### src/hw/eion_regs.vh
// register map and bit layout of the edge i/o port and nesting interrupt controller
`ifndef EION_REGS_VH
`define EION_REGS_VH
`define EION_AW            5
`define EION_OFF_PORT_DATA 5'h01
`define EION_OFF_EDGE_SEL  5'h03
`define EION_OFF_LINE_DIR  5'h05
`define EION_OFF_ENA_HI    5'h07
`define EION_OFF_ENA_LO    5'h09
`define EION_OFF_PEND_HI   5'h0b
`define EION_OFF_PEND_LO   5'h0d
`define EION_OFF_INSVC_HI  5'h0f
`define EION_OFF_INSVC_LO  5'h11
`define EION_OFF_MASK_HI   5'h13
`define EION_OFF_MASK_LO   5'h15
`define EION_OFF_VECTOR    5'h17
`define EION_RST_BYTE      8'h00
`define EION_RST_CHAN      16'h0000
`define EION_VEC_EOI_BIT   3
`define EION_VEC_BASE_HI   7
`define EION_VEC_BASE_LO   4
`define EION_NO_CHAN       5'h00
`define EION_NCHAN         16
`define EION_ALL_CHAN      16'hffff
`endif

### src/hw/eion_core.v
// edge i/o port with 16-channel prioritised interrupt controller and nesting
`timescale 1ns/1ps
`include "eion_regs.vh"

// Function
// RQ1 - vector eoi bit selects software eoi
// RQ2 - eoi handling only acts on acknowledge cycles
// RQ3 - supplying vector clears channel pending bit
// RQ4 - automatic eoi holds in-service bits zero
// RQ5 - automatic eoi lets any new interrupt request
// RQ6 - software eoi sets in-service on vector
// RQ7 - in-service blocks lower, allows higher channels
// RQ8 - pending latches even while in-service blocks
// RQ9 - in-service cleared only by written zeros
// RQ10 - in-service registers readable without side effects
// RQ11 - eight lines, direction and interrupt each
// RQ12 - output lines drive data, inputs float
// RQ13 - port read mixes data and pins
// RQ14 - edge bit: zero falling, one rising
// RQ15 - detector is xor of edge and pin (code uses the inverted xor, ~(pin ^ edge))
// RQ16 - software sets edges before enabling channels
// RQ17 - direction zero input, one push-pull output
// RQ18 - handler lowers processor mask for nesting
// RQ19 - enabled channel transition sets pending bit
// RQ20 - one pending event per synchronised transition
module eion_core (
  input  wire       mclk,
  input  wire       sys_rst,
  input  wire       cs_n,
  input  wire       ds_n,
  input  wire       rw,
  input  wire       iack_n,
  input  wire [4:0] reg_sel,
  input  wire [7:0] data_in,
  output wire [7:0] data_out,
  output wire       data_oe,
  output wire       dtack_n,
  output wire       irq_n,
  input  wire [7:0] port_lines_in,
  output wire [7:0] port_lines_out,
  output wire [7:0] port_lines_oe,
  input  wire [7:0] periph_evt
);

  // channel c is bit c; bits 15..8 are the high group, 7..0 the low group
  // returns {valid, channel} of the highest set bit
  function [4:0] top_chan;
    input [15:0] v;
    integer i;
    begin
      top_chan = `EION_NO_CHAN;
      for (i = 0; i < `EION_NCHAN; i = i + 1)
        if (v[i])
          top_chan = {1'b1, i[3:0]};
    end
  endfunction

  // clears the bits at and below channel t; no valid t passes everything
  function [15:0] above_mask;
    input [4:0] t;
    integer i;
    begin
      above_mask = `EION_ALL_CHAN;
      for (i = 0; i < `EION_NCHAN; i = i + 1)
        if (t[4] && (i[3:0] <= t[3:0]))
          above_mask[i] = 1'b0;
    end
  endfunction

  // port and bus pins are asynchronous: two flops before anything reads them; periph_evt goes straight to the channels
  reg  [7:0] pin_s1_r;
  reg  [7:0] pin_s2_r;
  reg  [7:0] din_s1_r;
  reg  [7:0] din_s2_r;
  reg  [4:0] sel_s1_r;
  reg  [4:0] sel_s2_r;
  reg  [3:0] ctl_s1_r;
  reg  [3:0] ctl_s2_r;

  // port pins: first stage may go metastable, only the second is read
  always @(posedge mclk) begin
    pin_s1_r <= port_lines_in;
    pin_s2_r <= pin_s1_r;
  end

  // address and data: the host holds them across the strobe, same depth as control
  always @(posedge mclk) begin
    din_s1_r <= data_in;
    din_s2_r <= din_s1_r;
    sel_s1_r <= reg_sel;
    sel_s2_r <= sel_s1_r;
  end

  // bus control, turned active high on the way in
  always @(posedge mclk) begin
    ctl_s1_r <= {~cs_n, ~ds_n, rw, ~iack_n};
    ctl_s2_r <= ctl_s1_r;
  end

  wire cs_a   = ctl_s2_r[3];
  wire ds_a   = ctl_s2_r[2];
  wire rd     = ctl_s2_r[1];
  wire iack_a = ctl_s2_r[0];

  reg  [7:0]  port_data_r;
  reg  [7:0]  edge_select_r;
  reg  [7:0]  line_direction_r;
  reg  [7:0]  vector_r;
  reg  [15:0] ena_r;
  reg  [15:0] pend_r;
  reg  [15:0] insvc_r;
  reg  [15:0] mask_r;
  // resets low, so a false edge may follow reset; all channels are disabled then
  reg  [7:0]  det_q_r;
  reg         busy_r;
  reg         dtack_n_r;
  reg         data_oe_r;
  reg         irq_n_r;
  reg  [7:0]  data_out_r;

  wire        sw_eoi = vector_r[`EION_VEC_EOI_BIT]; // [RQ1]

  // detector: edge bit one passes the pin, zero inverts it; rising output is an event
  wire [7:0]  det = ~(pin_s2_r ^ edge_select_r); // [RQ15] [RQ14]
  wire [7:0]  gp_evt = det & ~det_q_r; // [RQ20]
  // channel map: low group pins 3:0 and 5:4, high group pins 7:6
  wire [7:0]  evt_lo = {gp_evt[5:4], periph_evt[1:0], gp_evt[3:0]};
  wire [7:0]  evt_hi = {gp_evt[7:6], periph_evt[7:2]};
  wire [15:0] raw_evt = {evt_hi, evt_lo};

  // service requests: masked pending bits above the highest channel in service
  wire [15:0] req = pend_r & mask_r & above_mask(top_chan(insvc_r)); // [RQ7] [RQ8] [RQ5]
  // channel 15 has the highest priority
  wire [4:0]  win = top_chan(req);

  wire        start    = ds_a && !busy_r;
  wire        reg_acc  = start && cs_a && !iack_a;
  wire        wr_acc   = reg_acc && !rd;
  wire        ack_take = start && iack_a && win[4];

  // one strobe per register, so each address decode stands once
  wire        wr_port     = wr_acc && (sel_s2_r == `EION_OFF_PORT_DATA);
  wire        wr_edge     = wr_acc && (sel_s2_r == `EION_OFF_EDGE_SEL);
  wire        wr_dir      = wr_acc && (sel_s2_r == `EION_OFF_LINE_DIR);
  wire        wr_ena_hi   = wr_acc && (sel_s2_r == `EION_OFF_ENA_HI);
  wire        wr_ena_lo   = wr_acc && (sel_s2_r == `EION_OFF_ENA_LO);
  wire        wr_mask_hi  = wr_acc && (sel_s2_r == `EION_OFF_MASK_HI);
  wire        wr_mask_lo  = wr_acc && (sel_s2_r == `EION_OFF_MASK_LO);
  wire        wr_pend_hi  = wr_acc && (sel_s2_r == `EION_OFF_PEND_HI);
  wire        wr_pend_lo  = wr_acc && (sel_s2_r == `EION_OFF_PEND_LO);
  wire        wr_insvc_hi = wr_acc && (sel_s2_r == `EION_OFF_INSVC_HI);
  wire        wr_insvc_lo = wr_acc && (sel_s2_r == `EION_OFF_INSVC_LO);
  wire        wr_vec      = wr_acc && (sel_s2_r == `EION_OFF_VECTOR);

  reg  [15:0] ena_nxt;
  reg  [15:0] pend_nxt;
  reg  [15:0] insvc_nxt;
  reg  [15:0] mask_nxt;
  reg  [15:0] ack_oh;
  reg  [7:0]  rdata;

  // one-hot of the channel whose vector goes out this cycle
  always @* begin
    ack_oh = `EION_RST_CHAN;
    if (ack_take)
      ack_oh[win[3:0]] = 1'b1;
  end

  // pending and in-service writes can only clear: written ones leave bits alone
  always @* begin
    ena_nxt   = ena_r;
    mask_nxt  = mask_r;
    pend_nxt  = pend_r;
    insvc_nxt = insvc_r;
    if (wr_ena_hi)
      ena_nxt[15:8] = din_s2_r;
    else if (wr_ena_lo)
      ena_nxt[7:0] = din_s2_r;
    else if (wr_mask_hi)
      mask_nxt[15:8] = din_s2_r;
    else if (wr_mask_lo)
      mask_nxt[7:0] = din_s2_r;
    else if (wr_pend_hi)
      pend_nxt[15:8] = pend_r[15:8] & din_s2_r;
    else if (wr_pend_lo)
      pend_nxt[7:0] = pend_r[7:0] & din_s2_r;
    else if (wr_insvc_hi)
      insvc_nxt[15:8] = insvc_r[15:8] & din_s2_r; // [RQ9]
    else if (wr_insvc_lo)
      insvc_nxt[7:0] = insvc_r[7:0] & din_s2_r; // [RQ9]
    // of bus cycles, only writes and acknowledge cycles touch pending/in-service; polling never does
    pend_nxt = pend_nxt & ~ack_oh; // [RQ3] [RQ2]
    if (sw_eoi)
      insvc_nxt = insvc_nxt | ack_oh; // [RQ6]
    else
      insvc_nxt = `EION_RST_CHAN; // [RQ4]
    // a disabled channel drops its pending bit; new events win over clears
    pend_nxt = (pend_nxt & ena_nxt) | (raw_evt & ena_nxt); // [RQ19] [RQ8]
  end

  // reads have no side effects on any register
  always @* begin
    rdata = `EION_RST_BYTE;
    if (sel_s2_r == `EION_OFF_PORT_DATA)
      rdata = (port_data_r & line_direction_r) | (pin_s2_r & ~line_direction_r); // [RQ13]
    else if (sel_s2_r == `EION_OFF_EDGE_SEL)
      rdata = edge_select_r;
    else if (sel_s2_r == `EION_OFF_LINE_DIR)
      rdata = line_direction_r;
    else if (sel_s2_r == `EION_OFF_ENA_HI)
      rdata = ena_r[15:8];
    else if (sel_s2_r == `EION_OFF_ENA_LO)
      rdata = ena_r[7:0];
    else if (sel_s2_r == `EION_OFF_PEND_HI)
      rdata = pend_r[15:8];
    else if (sel_s2_r == `EION_OFF_PEND_LO)
      rdata = pend_r[7:0];
    else if (sel_s2_r == `EION_OFF_INSVC_HI)
      rdata = insvc_r[15:8]; // [RQ10]
    else if (sel_s2_r == `EION_OFF_INSVC_LO)
      rdata = insvc_r[7:0]; // [RQ10]
    else if (sel_s2_r == `EION_OFF_MASK_HI)
      rdata = mask_r[15:8];
    else if (sel_s2_r == `EION_OFF_MASK_LO)
      rdata = mask_r[7:0];
    else if (sel_s2_r == `EION_OFF_VECTOR)
      rdata = vector_r;
  end

  // interrupt state moves every cycle from the next-state logic
  always @(posedge mclk) begin
    if (sys_rst) begin
      ena_r   <= `EION_RST_CHAN;
      pend_r  <= `EION_RST_CHAN;
      insvc_r <= `EION_RST_CHAN;
      mask_r  <= `EION_RST_CHAN;
      det_q_r <= `EION_RST_BYTE;
      irq_n_r <= 1'b1;
    end else begin
      det_q_r <= det; // [RQ20]
      ena_r   <= ena_nxt;
      mask_r  <= mask_nxt;
      pend_r  <= pend_nxt;
      insvc_r <= insvc_nxt;
      // irq follows the request one cycle later
      irq_n_r <= ~(|req);
    end
  end

  // port and control registers change only on a register write
  always @(posedge mclk) begin
    if (sys_rst) begin
      port_data_r      <= `EION_RST_BYTE;
      edge_select_r    <= `EION_RST_BYTE;
      line_direction_r <= `EION_RST_BYTE;
      vector_r         <= `EION_RST_BYTE;
    end else begin
      if (wr_port)
        port_data_r <= din_s2_r; // [RQ12]
      if (wr_edge)
        edge_select_r <= din_s2_r; // [RQ14]
      if (wr_dir)
        line_direction_r <= din_s2_r; // [RQ17]
      if (wr_vec)
        vector_r <= din_s2_r; // [RQ1]
    end
  end

  // one access per strobe; the cycle ends when the strobe goes away
  always @(posedge mclk) begin
    if (sys_rst) begin
      busy_r     <= 1'b0;
      dtack_n_r  <= 1'b1;
      data_oe_r  <= 1'b0;
      data_out_r <= `EION_RST_BYTE;
    end else if (!ds_a) begin
      // data_out keeps its last value; data_oe low marks it released
      busy_r    <= 1'b0;
      dtack_n_r <= 1'b1;
      data_oe_r <= 1'b0;
    end else if (ack_take) begin
      busy_r     <= 1'b1;
      dtack_n_r  <= 1'b0;
      data_oe_r  <= 1'b1;
      data_out_r <= {vector_r[`EION_VEC_BASE_HI:`EION_VEC_BASE_LO], win[3:0]}; // [RQ3]
    end else if (reg_acc) begin
      busy_r     <= 1'b1;
      dtack_n_r  <= 1'b0;
      data_oe_r  <= rd;
      data_out_r <= rdata;
    end
  end

  // every output is a flop; pins float where direction is zero
  assign data_out       = data_out_r;
  assign data_oe        = data_oe_r;
  assign dtack_n        = dtack_n_r;
  assign irq_n          = irq_n_r;
  assign port_lines_out = port_data_r; // [RQ12] [RQ11]
  assign port_lines_oe  = line_direction_r; // [RQ17]

endmodule // eion_core

### config.mk
export PLATFORM = sky130hd
export DESIGN_NAME = eion_core
export DESIGN_NICKNAME = d
export VERILOG_FILES = /design/src/hw/eion_core.v
export VERILOG_INCLUDE_DIRS = /design/src /design/src/hw
export SDC_FILE = /design/constraint.sdc
export NUM_CORES = 1
export LEC_CHECK = 0
export BUFFER_PORTS_ARGS = -buffer_cell sky130_fd_sc_hd__buf_2
export CAP_MARGIN = 10
export CORE_AREA = 2 2 127 129
export DETAILED_ROUTE_END_ITERATION = 12
export DIE_AREA = 0 0 129 131
export PLACE_DENSITY = 0.64
export SYNTH_ARGS = -nofsm -noshare
export SYNTH_HDL_FRONTEND = slang
export SYNTH_SLANG_ARGS = --single-unit
### constraint.sdc
create_clock -name mclk -period 3.09 [get_ports mclk]
set_input_delay 0.618 -clock mclk [delete_from_list [all_inputs] [get_ports mclk]]
set_output_delay 0.618 -clock mclk [all_outputs]
set_load 0.005 [all_outputs]
# Word level (Yosys, flattened, before mapping)
# Cells that the tools add are included.
# totals
mem_bits_ro,0
output_inout_bits,27
mem_count,0
mem_bits_rw,0
elab_cells,217
latch_bits,0
register_bits,166
in_bits,35
# classes
magnitude_cmp,18
n_mul,0
n_mux,90
eq_ne,12
n_div,0
addsub,0
shift,0
n_bitwise,29
reduce_logical,45
# op_table
op,n
$mux W8,23
$mux W16,11
$mux W5,32
$and A16 B16 Y16,5
$and A8 B8 Y8,7
$logic_and A1 B1 Y1,35
$le A4 B4 Y1 const A,8
$or A16 B16 Y16,2
$not A8 Y8,3
$mux W1,23
$eq A5 B4 Y1 const B,4
$eq A5 B5 Y1 const B,4
$le A3 B4 Y1 const A,4
$not A16 Y16,1
$reduce_or A16 Y1,1
$eq A5 B3 Y1 const B,2
$not A1 Y1,9
$le A1 B4 Y1 const A,2
$le A2 B4 Y1 const A,2
$or A8 B8 Y8,1
$xor A8 B8 Y8,1
$eq A5 B1 Y1 const B,1
$eq A5 B2 Y1 const B,1
$lt A4 B5 Y1 const B,1
other kinds (8),11

# Logic depth before layout (Yosys ltp)
# logic_depth
word_depth,45
mapped_depth,11
ltp_nobuf,8

# Worst setup path after synthesis
# Ideal clock, no wire load.
# synth_path
path_kind,register to register
from,reg insvc_r[6]
to,reg pend_r[7]
path_stages_with_launch,11
synth_period_minus_slack_ps,2856
path_buffers,2
t_arrival_ps,2734
setup_slack_ps,234
required_ps,2968
setup_time_ps,122
path_cell_list,dfxtp_1 > or4_4 > a21o_1 > nor2_4 > a211oi_1 > or4b_1 > o211a_1 > buf_6 > or2_1 > buf_6 > o311a_1
# synth_via
elab_chain_cells,38
elab_cells_between_ends,86
classes_between,order compare: 18; mux: 45; bitwise: 5; reduce/logical: 18
# synth_lines
element,line,source
start: declaration,eion_core.v:111,reg [15:0] insvc_r;
start signal: assignment,eion_core.v:235,insvc_r <= `EION_RST_CHAN;
start signal: assignment,eion_core.v:244,insvc_r <= insvc_nxt;
$mux W5 * (10 in series),eion_core.v:53,if (v[i])
$le A1 B4 Y1,eion_core.v:65,if (t[4] && (i[3:0] <= t[3:0]))
$logic_and A1 B1 Y1,eion_core.v:65,
$mux W1,eion_core.v:65,
$and A16 B16 Y16 *,eion_core.v:132,wire [15:0] req = pend_r & mask_r & above_mask(top_chan(insvc_r));
$mux W5 (14 in series),eion_core.v:53,
$mux W5 *,eion_core.v:53,
$lt A4 B5 Y1 (not written as such) or $ge A4 B1 Y1 (tied branches),eion_core.v:166,ack_oh[win[3:0]] = 1'b1;
$logic_and A1 B1 Y1 (not written as such),eion_core.v:166,
$mux W1 (not written as such),eion_core.v:166,
$demux W1 S4,eion_core.v:166,
$mux W16 *,eion_core.v:165,if (ack_take)
$not A16 Y16 *,eion_core.v:192,pend_nxt = pend_nxt & ~ack_oh;
$and A16 B16 Y16 *,eion_core.v:192,
$and A16 B16 Y16 *,eion_core.v:198,pend_nxt = (pend_nxt & ena_nxt) | (raw_evt & ena_nxt);
$or A16 B16 Y16 *,eion_core.v:198,
end signal: assignment,eion_core.v:234,pend_r <= `EION_RST_CHAN;
end signal: assignment,eion_core.v:243,pend_r <= pend_nxt;
end: declaration,eion_core.v:110,reg [15:0] pend_r;
# Mark *: on every way between the ends. The rest lies on a longest branch, timed or not.
# A chain may end at the register's enable or synchronous reset.

# Worst setup path in the final report
# layout_path
from,reg insvc_r[4]
to,reg pend_r[7]
# layout_via
elab_chain_cells,40
elab_cells_between_ends,88
classes_between,order compare: 18; mux: 47; bitwise: 5; reduce/logical: 18
# layout_lines
element,line
$mux W5 * (12 in series),eion_core.v:53
$le A1 B4 Y1,eion_core.v:65
$logic_and A1 B1 Y1,eion_core.v:65
$mux W1,eion_core.v:65
$and A16 B16 Y16 *,eion_core.v:132
$mux W5 (14 in series),eion_core.v:53
$mux W5 *,eion_core.v:53
$lt A4 B5 Y1 (not written as such) or $ge A4 B1 Y1 (tied branches),eion_core.v:166
$logic_and A1 B1 Y1 (not written as such),eion_core.v:166
$mux W1 (not written as such),eion_core.v:166
$demux W1 S4,eion_core.v:166
$mux W16 *,eion_core.v:165
$not A16 Y16 *,eion_core.v:192
$and A16 B16 Y16 *,eion_core.v:192
$and A16 B16 Y16 *,eion_core.v:198
$or A16 B16 Y16 *,eion_core.v:198
# Marked as above.

==> reports/qor.csv <==
metric,value,unit
num_rows,46,
report.final.slew_viol_count,0,
cts_setup_buffers,0,
preCtsSetupSlack,0.0188,ns
ys_types,66,
htreeDepth,4,
totalPowerFinal,4.57,mW
power_density,549,mW/mm2
nets,892,
drt-initial-drc-count,619,
maxCapViolCount,0,
hp-class,primary input to register,
yosys-top-cells-count,"166 x dfxtp_1, 101 x nor2_1, 70 x nand2_1",
port_buffers,61,
clkTransAtPathRegs,0.07,ns
vias,6438,
antenna_found_initial,1,
path_class,register to register,
antenna_left,0,
cp.required,3.41,ns
cp_max_fo,7,
setup_slack,0.114,ns
finClkSkew,0.0104,ns
avgSynthCellArea,8.98,um2
vdd_drop_max,0.391,mV
final_cell_area,0.00833,mm2
r2r_slack,0.11,ns
finalSetupViolCount,0,
dp_cells,1054,
ys_seq_area_frac,0.483,
fp.dieW,129,um
synth_top_area_frac,0.483,
wirelength,22700,um
worst_pin_slew,0.704,ns
synthArstFlopShare,0,
crit_path_cell_trace,or3b_1 -> a311oi_4 -> o41ai_2 -> o21ai_2 -> or4b_1 -> o211a_1 -> or2_1 -> o311a_1,
grt_max_degree,46,
cts_buffers,17,
ys_seq_elements,166,
die_h,131,um
ios,62,
cpPeakStageDelay,0.50,ns
dieArea,0.0169,mm2
critPathCaptureType,register,
grt_pass1_wl,34800,um
syn_nets,801,
synth_area,0.00688,mm2
yosysMostFrequentCell,dfxtp_1,
hold_violations,0,
initial_core_util,0.441,
synth_area_leader_cell,dfxtp_1,
routedWlPerCell,20.9,um
fmax,0.336,GHz
cpMaxStageDelayCell,or4b_1,
grt_overflow,0,
final_cells,1086,
clock_path_buffers,2,
hpwl,17100,um
cts.sinks,166,
yosysWarnings,0,
synth_edf_count,0,
first_pass_iters,6,
period_share,0.963,
drive_gt1_frac,0.193,
placed_cell_area,0.00767,mm2
synthCells,766,
diodes,0,
cp.arrival,3.30,ns
netlist_top_cells_area,"dfxtp_1 48%, mux2i_1 7.1%, nor2_1 5.5%",
fin_tns_setup,0,ns
p_leak,3.15,nW
drc,0,
track_usage,0.275,
status,completed,
clk_latency,0.43,ns
cts_tree,built,
routabilityCongestion,0.978,
grt_pass1_vias,6249,
slew_headroom,0.526,
root_buffer,clkbuf_16,
vias_per_cell,5.93,
core-area,0.0156,mm2
ys.flop_type,dfxtp_1,
syn2layout_area_growth,21.1,%
min_period,2.98,ns
start_kind,register,
[metrics by stage]
| stage | util | hold slack [ns] |
|---|---|---|
| 6_report | 0.534 | 0.280 |
| 5_1_grt | 0.534 | 0.269 |
| 4_1_cts | 0.531 | 0.274 |
| 3_5_place_dp | 0.492 | 0.312 |
| 3_3_place_gp | 0.492 | 0.310 |
| 2_1_floorplan | - | 0.310 |
[state kept, by name, indices dropped and copies added, names as in the netlist, 4 cells and up]
signal / cells
mask_r: 16
det_q_r: 8
pend_r: 16
port_lines_out: 8
ctl_s1_r: 4
data_out: 8
vector_r: 8
ena_r: 16
pin_s2_r: 8
din_s1_r: 8
sel_s2_r: 5
port_lines_oe: 8
din_s2_r: 8
pin_s1_r: 8
ctl_s2_r: 4
insvc_r: 16
sel_s1_r: 5
edge_select_r: 8
[cells in the final DEF (no fill, tap or decap), types with 7 or more instances in the layout]
| cell | synthesis | layout |
|---|---|---|
| nand2b_1 | 12 | 12 |
| a222oi_1 | 7 | 7 |
| o22ai_1 | 23 | 22 |
| xor2_1 | 8 | 8 |
| mux2i_1 | 49 | 49 |
| clkbuf_16 | 0 | 17 |
| nand2_1 | 70 | 70 |
| a31oi_1 | 15 | 15 |
| nor2_1 | 101 | 100 |
| dfxtp_1 | 166 | 166 |
| buf_4 | 0 | 46 |
| buf_2 | 1 | 61 |
| o21a_1 | 11 | 11 |
| nor2b_1 | 10 | 10 |
| inv_1 | 8 | 8 |
| o221ai_1 | 7 | 7 |
| a22oi_1 | 9 | 9 |
| nand3_1 | 21 | 21 |
| a21oi_1 | 48 | 48 |
| o21ai_0 | 63 | 61 |
| a211oi_1 | 10 | 9 |
[cells by family (layout without fill, tap and decap cells)]
family | count (synthesis) | in the layout | share of synthesized area
and+or+nand+nor | 264 | 264 | 0.186
AOI/OAI and AO/OA | 235 | 235 | 0.224
DFF | 166 | 166 | 0.483
muxes | 49 | 49 | 0.0713
buffers and inverters | 44 | 148 | 0.0264
xor gates and xnor gates | 8 | 8 | 0.0102
[layer usage]
| metal | vias up | routed length [um] | global-route usage |
|---|---|---|---|
| li1 | 2989 | - | - |
| met1 | 3094 | 9590 | 0.345 |
| met2 | 289 | 10600 | 0.456 |
| met3 | 66 | 1430 | 0.0525 |
| met4 | 0 | 1040 | 0.138 |
| met5 | - | 0 | 0 |
[final timing paths]
path	startpoint	end	cells after the start
max reg2reg	insvc_r[4]	pend_r[7]	8
max	insvc_r[4]	pend_r[7]	8
min reg2reg	din_s1_r[1]	din_s2_r[1]	0
min	port_lines_in[4]	pin_s1_r[4]	1
[what timing repair did]
item,4_1_cts,5_1_grt
pin swaps,0,2
hold buffers,0,0
endpoints found under the setup margin,2,20
gates resized for setup,2,11
[layout make-up]
| cell class | instances | area, um2 |
|---|---|---|
| clock inverter | 15 | 181 |
| clock buffer | 17 | 425 |
| inverter | 8 | 30.0 |
| tap | 216 | 270 |
| fill | 1436 | 7260 |
| multi-input combinational | 556 | 3430 |
| timing repair buffer | 108 | 671 |
| sequential | 166 | 3320 |
[where the power goes]
group	total, mW	internal, mW	leakage (nW)	switching (mW)
Clock	2.19	1.23	0.294	0.963
Combinational	0.146	0.0589	1.50	0.0871
Sequential	2.23	2.18	1.36	0.0500
Total	4.57	3.47	3.15	1.10
[worst max-delay path, delay by kind of cell (launching register included)]
kind,cells,cell delay [ns]
AO/OA/AOI/OAI,5,1.24
flip-flops,1,0.37
AND/OR/NAND/NOR,3,1.25
Power figures use the tool's default switching activity.
